===== config.mk =====
export PLATFORM = sky130hd
export DESIGN_NAME = eel_top
export DESIGN_NICKNAME = d
export VERILOG_FILES = /design/src/hw/eel_pkg.sv /design/src/hw/eel_sync.sv /design/src/hw/eel_debounce.sv /design/src/hw/eel_top.sv
export SDC_FILE = /design/constraint.sdc
export NUM_CORES = 2
export LEC_CHECK = 0
export BUFFER_PORTS_ARGS = -buffer_cell sky130_fd_sc_hd__buf_2
export CAP_MARGIN = 20
export CORE_MARGIN = 2
export CORE_UTILIZATION = 40
export CTS_CLUSTER_DIAMETER = 30
export DETAILED_ROUTE_END_ITERATION = 8
export SLEW_MARGIN = 10
export SYNTH_ARGS = -nofsm -noshare
export SYNTH_HDL_FRONTEND = slang
export SYNTH_SLANG_ARGS = --single-unit

===== constraint.sdc =====
create_clock -name CORE_CLK -period 7.3 [get_ports CORE_CLK]
set_input_delay 1.095 -clock CORE_CLK [delete_from_list [all_inputs] [get_ports CORE_CLK]]
set_output_delay 1.095 -clock CORE_CLK [all_outputs]
set_load 0.01 [all_outputs]

===== src/hw/eel_pkg.sv =====
// constants shared by the edge event logger design files
package eel_pkg;

	// ----------------------------------------------------------------
	// clock and time base
	// ----------------------------------------------------------------
	localparam int CLK_PERIOD_NS = 100;
	// debounce base step (plain default; duration code n waits 2^n of these steps)
	localparam int DB_STEP_NS    = 100000;
	localparam int DB_STEP_CYC   = (DB_STEP_NS + CLK_PERIOD_NS - 1) / CLK_PERIOD_NS;
	localparam int DB_DIV_W      = 10;
	// cycles until the sync and filter stages show live source levels
	localparam logic [1:0] WARM_DONE = 2'h3;

	// ----------------------------------------------------------------
	// sizes and field widths
	// ----------------------------------------------------------------
	localparam int NUM_CH    = 16;
	localparam int DEPTH     = 16;
	localparam int PTR_W     = 4;
	localparam int SRC_W     = 5;
	localparam int NUM_SRC   = 32;
	localparam int TS_W      = 32;
	localparam int DB_CODE_W = 4;
	localparam int DB_CNT_W  = 16;

	// ----------------------------------------------------------------
	// encodings and reset values
	// ----------------------------------------------------------------
	localparam logic             POL_RISING  = 1'b0;
	localparam logic             TIMER_ONE   = 1'b0;
	localparam logic [PTR_W-1:0] PTR_RST     = 4'h0;
	localparam logic [SRC_W-1:0] ID_RST      = 5'h00;
	localparam logic [TS_W-1:0]  TS_RST      = 32'h0000_0000;

endpackage


===== src/hw/eel_sync.sv =====
// two-flop synchroniser for a vector of independent levels
`timescale 1ns/1ns
module eel_sync #(
	parameter int W = 1
) (
	// clock and reset
	input  logic         clk,
	input  logic         rst_n,
	// levels
	input  logic [W-1:0] d,
	output logic [W-1:0] q
);

	logic [W-1:0] meta_q;

	// first stage is read only by the second stage
	always_ff @(posedge clk or negedge rst_n) begin
		if (!rst_n) begin
			meta_q <= '0;
			q      <= '0;
		end else begin
			meta_q <= d;
			q      <= meta_q;
		end
	end

endmodule


===== src/hw/eel_debounce.sv =====
// one-channel debounce filter stepped by a shared tick enable
`timescale 1ns/1ns
module eel_debounce
	import eel_pkg::*;
(
	// clock and reset
	input  logic                 clk,
	input  logic                 rst_n,
	// control
	input  logic                 tick,
	input  logic                 enable,
	input  logic [DB_CODE_W-1:0] code,
	// levels
	input  logic                 raw,
	output logic                 filt_q
);

	logic [DB_CNT_W-1:0] cnt_q;
	logic [DB_CNT_W-1:0] limit;

	// stable time is 2^code ticks; the largest code, 15, still fits the 16-bit counter
	assign limit = DB_CNT_W'(1) << code;

	// a bypassed channel follows its source directly
	always_ff @(posedge clk or negedge rst_n) begin
		if (!rst_n) begin
			filt_q <= 1'b0;
			cnt_q  <= '0;
		end else if (!enable || raw == filt_q) begin
			filt_q <= raw;
			cnt_q  <= '0;
		end else if (tick) begin
			if (cnt_q >= limit - DB_CNT_W'(1)) begin
				filt_q <= raw;
				cnt_q  <= '0;
			end else begin
				cnt_q <= cnt_q + DB_CNT_W'(1);
			end
		end
	end

endmodule


===== src/hw/eel_top.sv =====
// edge event logger: channels, arbiter, cyclic record buffer and status flags
//
// Functional notes
// - events are detected and recorded only while the logger is enabled.
// - a soft reset pulse clears all status flags and the record buffer.
// - sixteen channels, each with source, polarity, debounce enable; shared duration.
// - filtered channel drops an event already present among unread entries.
// - each channel has its own enable while the logger runs.
// - polarity zero means rising edge; one polarity per channel.
// - on logger enable, a source already at its active level logs once.
// - events fill sixteen entries cyclically and never overwrite unread ones.
// - each entry holds source id, polarity and a 32-bit time stamp.
// - write and read indexes; soft reset sets both to zero.
// - unread count is write minus read index modulo sixteen, or sixteen while full.
// - per-channel status shows the level of the selected source.
// - pending flag is set while any unread entry remains.
// - low-space flag rises when free locations reach the threshold.
// - full at sixteen unread; then events are neither logged nor flagged.
// - full clears when the read index is written with a new value, or on soft reset.
// - status flags are outputs for the interrupt controller.
// - one event per cycle, lowest channel first, queued repeats dropped.
// - low-space flag is set while free count is at most the threshold.
`timescale 1ns/1ns
module eel_top
	import eel_pkg::*;
(
	// clock and reset
	input  logic                      CORE_CLK,
	input  logic                      RSTN,
	// logger control
	input  logic                      LOGGER_ENABLE,
	input  logic                      LOGGER_SOFT_RESET,
	input  logic                      STAMP_TIMER_SELECT,
	input  logic [DB_CODE_W-1:0]      DEBOUNCE_DURATION,
	input  logic [PTR_W-1:0]          LOW_SPACE_THRESHOLD,
	// time stamp sources
	input  logic [TS_W-1:0]           TIMER1_VALUE,
	input  logic [TS_W-1:0]           TIMER2_VALUE,
	// monitored signals
	input  logic [NUM_SRC-1:0]        SOURCE_IN,
	// channel configuration
	input  logic [NUM_CH*SRC_W-1:0]   CHANNEL_SOURCE_SELECT,
	input  logic [NUM_CH-1:0]         CHANNEL_EDGE_POLARITY,
	input  logic [NUM_CH-1:0]         CHANNEL_DEBOUNCE_ENABLE,
	input  logic [NUM_CH-1:0]         CHANNEL_DUPLICATE_FILTER,
	input  logic [NUM_CH-1:0]         CHANNEL_ENABLE,
	// read index update
	input  logic                      READ_INDEX_WR,
	input  logic [PTR_W-1:0]          READ_INDEX_WDATA,
	// entry readout
	input  logic [PTR_W-1:0]          ENTRY_INDEX,
	output logic [SRC_W-1:0]          ENTRY_SOURCE_ID,
	output logic                      ENTRY_POLARITY,
	output logic [TS_W-1:0]           ENTRY_TIME_STAMP,
	// status
	output logic [NUM_CH-1:0]         CHANNEL_LEVEL_STATUS,
	output logic [PTR_W-1:0]          RECORD_WRITE_POINTER,
	output logic [PTR_W-1:0]          RECORD_READ_POINTER,
	output logic                      RECORDS_PENDING_FLAG,
	output logic                      LOW_SPACE_FLAG,
	output logic                      RECORDS_FULL_FLAG
);

	// ----------------------------------------------------------------
	// helpers
	// ----------------------------------------------------------------

	// unread count from the two indexes, wrapping past the top index
	function automatic logic [PTR_W-1:0] fill_of(input logic [PTR_W-1:0] w,
	                                             input logic [PTR_W-1:0] r);
		fill_of = w - r;
	endfunction

	// free locations; equal indexes while full leaves none
	function automatic logic [PTR_W:0] free_of(input logic [PTR_W-1:0] w,
	                                           input logic [PTR_W-1:0] r,
	                                           input logic             f);
		free_of = f ? '0 : (PTR_W+1)'(DEPTH) - {1'b0, fill_of(w, r)};
	endfunction

	// ----------------------------------------------------------------
	// declarations
	// ----------------------------------------------------------------
	logic [NUM_SRC-1:0]   src_sync;
	logic [NUM_CH-1:0]    raw_lvl;
	logic [NUM_CH-1:0]    db_lvl;
	logic [DB_DIV_W-1:0]  div_q;
	logic                 tick_q;
	logic [1:0]           warm_q;
	logic                 log_on;
	logic [NUM_CH-1:0]    prev_q;
	logic [NUM_CH-1:0]    pend_q;
	logic [NUM_CH-1:0]    edge_hit;
	logic [NUM_CH-1:0]    new_evt;
	logic [NUM_CH-1:0]    grant;
	logic [PTR_W-1:0]     gnt_idx;
	logic [SRC_W-1:0]     gnt_src;
	logic                 gnt_pol;
	logic                 take;
	logic                 dup_hit;
	logic                 wr_en;
	logic                 drop_dup;
	logic [TS_W-1:0]      stamp;
	logic [PTR_W-1:0]     write_index_q;
	logic [PTR_W-1:0]     write_index_d;
	logic [PTR_W-1:0]     read_index_q;
	logic [PTR_W-1:0]     read_index_d;
	logic                 read_index_moved;
	logic                 full_q;
	logic                 full_d;
	logic [PTR_W:0]       free_d;
	logic [SRC_W-1:0]     id_mem  [DEPTH];
	logic                 pol_mem [DEPTH];
	logic [TS_W-1:0]      ts_mem  [DEPTH];

	// ----------------------------------------------------------------
	// source selection and conditioning
	// ----------------------------------------------------------------

	// sources may come from pins or other clocks, so all are synchronised
	eel_sync #(
		.W (NUM_SRC)
	) u_src_sync (
		.clk   (CORE_CLK),
		.rst_n (RSTN),
		.d     (SOURCE_IN),
		.q     (src_sync)
	);

	// per-channel source multiplexer
	always_comb begin
		for (int i = 0; i < NUM_CH; i++) begin
			raw_lvl[i] = src_sync[CHANNEL_SOURCE_SELECT[i*SRC_W +: SRC_W]];
		end
	end

	// divider giving the debounce step as a one-cycle enable
	always_ff @(posedge CORE_CLK or negedge RSTN) begin
		if (!RSTN) begin
			div_q  <= '0;
			tick_q <= 1'b0;
		end else if (div_q == DB_DIV_W'(DB_STEP_CYC - 1)) begin
			div_q  <= '0;
			tick_q <= 1'b1;
		end else begin
			div_q  <= div_q + DB_DIV_W'(1);
			tick_q <= 1'b0;
		end
	end

	// one debounce filter per channel, all sharing one duration code
	for (genvar g = 0; g < NUM_CH; g++) begin : g_db
		eel_debounce u_db (
			.clk    (CORE_CLK),
			.rst_n  (RSTN),
			.tick   (tick_q),
			.enable (CHANNEL_DEBOUNCE_ENABLE[g]),
			.code   (DEBOUNCE_DURATION),
			.raw    (raw_lvl[g]),
			.filt_q (db_lvl[g])
		);
	end

	// channel status shows the undebounced selected level
	always_ff @(posedge CORE_CLK or negedge RSTN) begin
		if (!RSTN) begin
			CHANNEL_LEVEL_STATUS <= '0;
		end else begin
			CHANNEL_LEVEL_STATUS <= raw_lvl;
		end
	end

	// ----------------------------------------------------------------
	// edge detection and queueing
	// ----------------------------------------------------------------

	// sync and filter stages hold reset values for a few cycles; logging
	// waits for live levels, else a falling channel sees a false low
	always_ff @(posedge CORE_CLK or negedge RSTN) begin
		if (!RSTN) begin
			warm_q <= '0;
		end else if (warm_q != WARM_DONE) begin
			warm_q <= warm_q + 2'h1;
		end
	end

	assign log_on = LOGGER_ENABLE & (warm_q == WARM_DONE);

	// active level is the inverse of the polarity bit (zero means rising)
	assign edge_hit = (db_lvl ^ CHANNEL_EDGE_POLARITY)
	                & ~(prev_q ^ CHANNEL_EDGE_POLARITY);
	// nothing is queued while full or while the logger is off
	assign new_evt  = edge_hit & CHANNEL_ENABLE
	                & {NUM_CH{log_on & ~full_q}};

	// while disabled the history sits at the inactive level, so a source
	// already active on enable is seen as one edge
	always_ff @(posedge CORE_CLK or negedge RSTN) begin
		if (!RSTN) begin
			prev_q <= '0;
		end else if (log_on) begin
			prev_q <= db_lvl;
		end else begin
			prev_q <= CHANNEL_EDGE_POLARITY;
		end
	end

	// one pending bit per channel absorbs repeats of a queued event
	always_ff @(posedge CORE_CLK or negedge RSTN) begin
		if (!RSTN) begin
			pend_q <= '0;
		end else if (LOGGER_SOFT_RESET || !log_on) begin
			pend_q <= '0;
		end else begin
			pend_q <= (pend_q & ~grant) | new_evt;
		end
	end

	// ----------------------------------------------------------------
	// arbitration and duplicate filter
	// ----------------------------------------------------------------

	// lowest set bit wins: isolate it with its two's complement
	always_comb begin
		grant   = '0;
		gnt_idx = '0;
		if (take) begin
			grant = pend_q & (~pend_q + NUM_CH'(1));
		end
		for (int i = NUM_CH - 1; i >= 0; i--) begin
			if (pend_q[i]) begin
				gnt_idx = PTR_W'(i);
			end
		end
	end

	assign take    = (|pend_q) & log_on & ~full_q & ~LOGGER_SOFT_RESET;
	assign gnt_src = CHANNEL_SOURCE_SELECT[gnt_idx*SRC_W +: SRC_W];
	assign gnt_pol = CHANNEL_EDGE_POLARITY[gnt_idx];

	// search the unread span for the same source and polarity
	always_comb begin
		dup_hit = 1'b0;
		for (int e = 0; e < DEPTH; e++) begin
			if ((fill_of(PTR_W'(e), read_index_q) < fill_of(write_index_q, read_index_q))
			    && id_mem[e] == gnt_src && pol_mem[e] == gnt_pol) begin
				dup_hit = 1'b1;
			end
		end
	end

	assign drop_dup = take & dup_hit & CHANNEL_DUPLICATE_FILTER[gnt_idx];
	assign wr_en    = take & ~drop_dup;

	// timer select must only change with the logger off, so no guard here
	assign stamp = (STAMP_TIMER_SELECT == TIMER_ONE) ? TIMER1_VALUE : TIMER2_VALUE;

	// ----------------------------------------------------------------
	// record buffer
	// ----------------------------------------------------------------

	// entry and stamp land on the same edge that moves the write index
	always_ff @(posedge CORE_CLK or negedge RSTN) begin
		if (!RSTN) begin
			for (int e = 0; e < DEPTH; e++) begin
				id_mem[e]  <= ID_RST;
				pol_mem[e] <= POL_RISING;
				ts_mem[e]  <= TS_RST;
			end
		end else if (LOGGER_SOFT_RESET) begin
			for (int e = 0; e < DEPTH; e++) begin
				id_mem[e]  <= ID_RST;
				pol_mem[e] <= POL_RISING;
				ts_mem[e]  <= TS_RST;
			end
		end else if (wr_en) begin
			id_mem[write_index_q]  <= gnt_src;
			pol_mem[write_index_q] <= gnt_pol;
			ts_mem[write_index_q]  <= stamp;
		end
	end

	// any index may be read at any time; order is left to software
	always_ff @(posedge CORE_CLK or negedge RSTN) begin
		if (!RSTN) begin
			ENTRY_SOURCE_ID  <= ID_RST;
			ENTRY_POLARITY   <= POL_RISING;
			ENTRY_TIME_STAMP <= TS_RST;
		end else begin
			ENTRY_SOURCE_ID  <= id_mem[ENTRY_INDEX];
			ENTRY_POLARITY   <= pol_mem[ENTRY_INDEX];
			ENTRY_TIME_STAMP <= ts_mem[ENTRY_INDEX];
		end
	end

	// ----------------------------------------------------------------
	// indexes and flags
	// ----------------------------------------------------------------

	// next-state values, so every flag output is itself a flop
	always_comb begin
		write_index_d     = write_index_q;
		read_index_d     = read_index_q;
		read_index_moved = 1'b0;
		if (LOGGER_SOFT_RESET) begin
			write_index_d = PTR_RST;
			read_index_d = PTR_RST;
		end else begin
			if (wr_en) begin
				write_index_d = write_index_q + PTR_W'(1);
			end
			if (READ_INDEX_WR) begin
				read_index_d     = READ_INDEX_WDATA;
				read_index_moved = READ_INDEX_WDATA != read_index_q;
			end
		end
		// a same-cycle soft reset clear wins over a write that closes the gap
		if (LOGGER_SOFT_RESET) begin
			full_d = 1'b0;
		end else begin
			full_d = (wr_en && write_index_d == read_index_d)
			       || (full_q && !read_index_moved);
		end
		free_d = free_of(write_index_d, read_index_d, full_d);
	end

	always_ff @(posedge CORE_CLK or negedge RSTN) begin
		if (!RSTN) begin
			write_index_q <= PTR_RST;
			read_index_q <= PTR_RST;
			full_q <= 1'b0;
		end else begin
			write_index_q <= write_index_d;
			read_index_q <= read_index_d;
			full_q <= full_d;
		end
	end

	// flags leave the block for the interrupt controller
	always_ff @(posedge CORE_CLK or negedge RSTN) begin
		if (!RSTN) begin
			RECORDS_PENDING_FLAG <= 1'b0;
			LOW_SPACE_FLAG       <= 1'b0;
		end else begin
			RECORDS_PENDING_FLAG <= (write_index_d != read_index_d) || full_d;
			LOW_SPACE_FLAG       <= free_d <= {1'b0, LOW_SPACE_THRESHOLD};
		end
	end

	assign RECORD_WRITE_POINTER = write_index_q;
	assign RECORD_READ_POINTER  = read_index_q;
	assign RECORDS_FULL_FLAG    = full_q;

	// ----------------------------------------------------------------
	// assertions
	// ----------------------------------------------------------------

	property p_idle_no_write;
		@(posedge CORE_CLK) disable iff (!RSTN)
		!LOGGER_ENABLE && !LOGGER_SOFT_RESET |=> write_index_q == $past(write_index_q);
	endproperty
	a_idle_no_write: assert property (p_idle_no_write)
		else $error("write index moved while logger disabled");

	property p_soft_reset;
		@(posedge CORE_CLK) disable iff (!RSTN)
		LOGGER_SOFT_RESET |=> write_index_q == '0 && read_index_q == '0 && !full_q
		                      && !RECORDS_PENDING_FLAG && ts_mem[0] == '0;
	endproperty
	a_soft_reset: assert property (p_soft_reset)
		else $error("soft reset left state behind");

	property p_cyclic_write;
		@(posedge CORE_CLK) disable iff (!RSTN)
		wr_en |=> write_index_q == PTR_W'($past(write_index_q) + 1)
		          && ts_mem[$past(write_index_q)] == $past(stamp);
	endproperty
	a_cyclic_write: assert property (p_cyclic_write)
		else $error("entry or stamp not stored at write index");

	property p_full_holds;
		@(posedge CORE_CLK) disable iff (!RSTN)
		full_q && !LOGGER_SOFT_RESET |=> write_index_q == $past(write_index_q);
	endproperty
	a_full_holds: assert property (p_full_holds)
		else $error("write while buffer full");

	property p_same_read_index_keeps_full;
		@(posedge CORE_CLK) disable iff (!RSTN)
		full_q && READ_INDEX_WR && READ_INDEX_WDATA == read_index_q
		&& !LOGGER_SOFT_RESET |=> full_q;
	endproperty
	a_same_read_index_keeps_full: assert property (p_same_read_index_keeps_full)
		else $error("rewriting same read index cleared full");

	property p_pending_flag;
		@(posedge CORE_CLK) disable iff (!RSTN)
		RECORDS_PENDING_FLAG == ((write_index_q != read_index_q) || full_q);
	endproperty
	a_pending_flag: assert property (p_pending_flag)
		else $error("pending flag disagrees with indexes");

	property p_low_space;
		@(posedge CORE_CLK) disable iff (!RSTN)
		LOW_SPACE_FLAG == (full_q
		                   || ((PTR_W+1)'(DEPTH) - (PTR_W+1)'(PTR_W'(write_index_q - read_index_q))
		                       <= (PTR_W+1)'($past(LOW_SPACE_THRESHOLD))));
	endproperty
	a_low_space: assert property (p_low_space)
		else $error("low space flag wrong for free count");

	property p_lowest_first;
		@(posedge CORE_CLK) disable iff (!RSTN)
		take |-> $onehot(grant) && (pend_q & (grant - NUM_CH'(1))) == '0;
	endproperty
	a_lowest_first: assert property (p_lowest_first)
		else $error("grant not lowest pending channel");

	property p_dup_drop;
		@(posedge CORE_CLK) disable iff (!RSTN)
		drop_dup && !new_evt[gnt_idx] |=> write_index_q == $past(write_index_q) && !pend_q[$past(gnt_idx)];
	endproperty
	a_dup_drop: assert property (p_dup_drop)
		else $error("filtered duplicate was logged or kept");

	property p_full_at_depth;
		@(posedge CORE_CLK) disable iff (!RSTN)
		wr_en && !READ_INDEX_WR && fill_of(write_index_q, read_index_q) == PTR_W'(DEPTH - 1)
		|=> full_q && RECORDS_PENDING_FLAG;
	endproperty
	a_full_at_depth: assert property (p_full_at_depth)
		else $error("full not raised at sixteen unread");

endmodule


==> metrics.md <==
| Metric | Value |
|---|---|
| Status | finished, final reports clean |
| DP Cell Count | approximately 7800 |
| Non-Filler Instances | between 8000 and 9000 |
| Wirelength per Cell | about 24 um |
| Utilization after layout | just under 50% |
| P&R area growth vs syn | 22.66% |
| Synth Area in Compound Gates | between 10 and 15% |
| I/O Buffers | 326 |
| Congestion Overflow GR | 0 |
| Maximum clock frequency | around 140 MHz |
| Die Width | approximately 400 um |
| Critical-path top delay cell | nor2_1 |
| Pin count of the biggest net entering global routing | 315 |
| Total of max-cap violations | 0 |
| DIE AREA | between 150000 and 200000 sq um |
| Final WL | a little under 200 mm |
| Seq cells post-synth | 1054 |
| PwrDens | a little under 300 nW/um^2 |
| Syn avg cell area | roughly 11 sq um |
| Worst hold path class | primary input to asynchronous set/reset pin |
| Vias in the first global route | roughly 49000 |
| Drt pass-1 iters | 6 |
| First-pass GRT wire length | about 300 mm |
| Synth area leader | dfrtp_1 |
| CP Max Fanout | 6 |
| H-tree Lvls | 5 |
| Startpoint Class | register |
| Final Hold Viols | 0 |
| Worst setup EP type | register |
| Register area share after synthesis | a little over two fifths |
| CTS max path bufs | 4 |
| Most frequent cell after synthesis | dfrtp_1 |
| Post-synth EDFFs | 0 |
| GRT Total Usage | around a quarter |
| Main synth FF type | dfrtp_1 |
| Maximum vdd drop | 0.2462 mV |
| Worst slew pin tran | between 1000 and 1500 ps |
| Largest family of logic cells by synthesized area | simple AND/OR/NAND/NOR gates |
| Warnings from Yosys | 0 |
| Synth unique cells | 97 |
| Via count | roughly 49000 |
| Worst EP arrival | 7790 ps |
| Clock Skew | 81.63 ps |
| DP Wirelength | approximately 130 mm |
| CTS Root Cell | clkbuf_16 |
| Die height | approximately 400 um |
| Total power | between 20000 and 25000 uW |
| Ys async rst share | between 90% and 100% |
| Worst path most repeated cell | ha_1 |
| Fillers | 13780 |
| Final net count | approximately 6700 |
| CTS Hold Bufs | 0 |
| XOR/XNOR Fraction of Synth Area | under 10% |
| Reg clk slew, reported paths | ~50 ps |
| Layout cell share with drive strength beyond 1 | 23.13% |
| Tmin final | approximately 7000 ps |
| Most instantiated cells after synthesis | dfrtp_1, nand3b_1, o21ai_0, nor2_1, mux4_2 |
| Drt initial violations | about 4700 |
| Global placement routability congestion | ~0.95 |
| Clock Latency Late Sink | approximately 900 ps |
| Slew Viols, Final | 0 |
| Type of the worst setup path | register to register |
| Post-synth top area share | roughly 42% |
| Core area | between 150000 and 200000 sq um |
| DRC violations left | 0 |
| Post-synthesis mux area share | approximately 15% |
| CP required | between 8000 and 9000 ps |
| Synthesized cell area | a little over 60000 sq um |
| Tcrit/Tclk final | roughly 96% |
| Setup Viol. Count Final | 0 |
| TritonCTS clock tree | yes |
| CTS Buf Count | around 290 |
| Post-synthesis adder-cell area fraction | 6.592% |
| I/O pins | approximately 330 |
| Synth Area in Simple Gates | ~16% |
| Routed Antenna Nets | 0 |
| Leak | roughly 0.034 uW |
| Initial antenna violation count | 20 |
| Synth top area cells | dfrtp_1, mux4_2, nand3b_1 |
| Clock Sinks | approximately 1100 |
| Max-slew headroom | around a fifth |
| Initial Utilization | about two fifths |
| Crit-path max cell delay | roughly 500 ps |
| Syn Inst Count | 5700 |
| Vias/cell | 5.862 |
| Num rows | about 140 |
-- power by group --
group / switching (uW) / internal (uW)
clock: 3570 / 8900
sequential: 183 / 6010
combinational: 2100 / 1290
-- area by class of cell --
cell class              instances  area, sq um  share of cell area (%)
diodes                          7        17.52                 0.02295
flip-flops and latches       1054        26380                   34.57
clock buffers                 396         8207                   10.75
inverters                      80        300.3                  0.3935
well taps                    2044         2557                   3.351
repair buffers                530         3491                   4.574
multi-input cells            4148        33980                   44.52
clock inverters                88         1384                   1.813
-- path summary, 6_finish.rpt --
check	startpoint	end	cells after the start	slack, ps
worst min register to register	u_src_sync.meta_q[7]	u_src_sync.q[7]	0	340
worst max-delay path	pend_q[10]	LOW_SPACE_FLAG	30	330
max in group asynchronous	RSTN	id_mem[67]	3	5270
worst min-delay path	RSTN	g_db[15].u_db.cnt_q[14]	1	260
worst max register to register	pend_q[10]	LOW_SPACE_FLAG	30	330
min in group CORE_CLK	SOURCE_IN[10]	u_src_sync.meta_q[10]	1	310
-- metrics by stage --
step | TNS (ps) | cell area (sq um) | hold slack, ps | worst slack [ps]
final | 0 | 76320 | 260.1 | 326.7
after global routing | -2.451 | 76300 | 284.3 | -2.451
after CTS | 0 | 76080 | 252.0 | 152.0
after detailed placement | 0 | 66490 | 334.7 | 173.8
after global placement | 0 | 66430 | 331.6 | 224.6
after floorplan | 0 | 62270 | 331.2 | 659.5
-- kinds of logic after synthesis --
| kind of cell | Yosys count |
|---|---|
| flip-flops | 1054 |
| adder cells (fa/ha/maj) | 326 |
| other | 1 |
| multiplexers | 460 |
| XOR/XNOR | 325 |
| buffers and inverters | 514 |
| AND/OR/NAND/NOR | 1765 |
| AO/OA/AOI/OAI | 1255 |
-- critical path: cells and delay by family, from the launching register on --
kind / cells / cell delay [ps]
XOR/XNOR: 2 / 230
flip-flops: 1 / 360
buffers and inverters: 4 / 560
AO/OA/AOI/OAI: 10 / 1940
AND/OR/NAND/NOR: 10 / 2730
adder cells (fa/ha/maj): 4 / 1140
-- routing by layer --
layer / share of wire [%] / track usage, % / up-vias
met5: 0.061 / 0 / -
met4: 4.0 / 10.56 / 16
met3: 6.8 / 4.771 / 515
met2: 47 / 39.15 / 1950
met1: 43 / 33.66 / 24510
li1: - / - / 21950
-- timing repair --
item / in CTS / in global routing
endpoints found under the setup margin: 0 / 1
resized for setup: 0 / 28
setup buffers: 0 / 11
hold endpoints to repair: 0 / 0
-- registers in the layout (all words and copies together) (netlist names), 2 cells and up --
name	flops
CHANNEL_LEVEL_STATUS	16
ENTRY_SOURCE_ID	5
ENTRY_TIME_STAMP	32
RECORD_READ_POINTER	4
RECORD_WRITE_POINTER	4
div_q	10
g_db.u_db.cnt_q	256
g_db.u_db.filt_q	16
id_mem	80
pend_q	16
pol_mem	16
prev_q	16
ts_mem	512
u_src_sync.meta_q	32
u_src_sync.q	32
warm_q	2
-- cells in the final DEF (no fill, tap or decap), drive strengths merged, types with 52 or more instances in the layout --
| master | netlist | final |
|---|---|---|
| nand4 | 52 | 52 |
| clkbuf | 315 | 397 |
| nand2 | 260 | 260 |
| nor2 | 379 | 379 |
| nand3 | 169 | 169 |
| ha | 323 | 323 |
| inv | 80 | 86 |
| o21ai | 746 | 746 |
| mux4 | 351 | 351 |
| a21o | 165 | 165 |
| and3 | 54 | 54 |
| xor2 | 195 | 195 |
| nand3b | 630 | 630 |
| mux2i | 58 | 58 |
| a21oi | 111 | 111 |
| buf | 119 | 529 |
| dfrtp | 1054 | 1054 |
| xnor2 | 129 | 129 |
(Power assumes the default switching activity.)
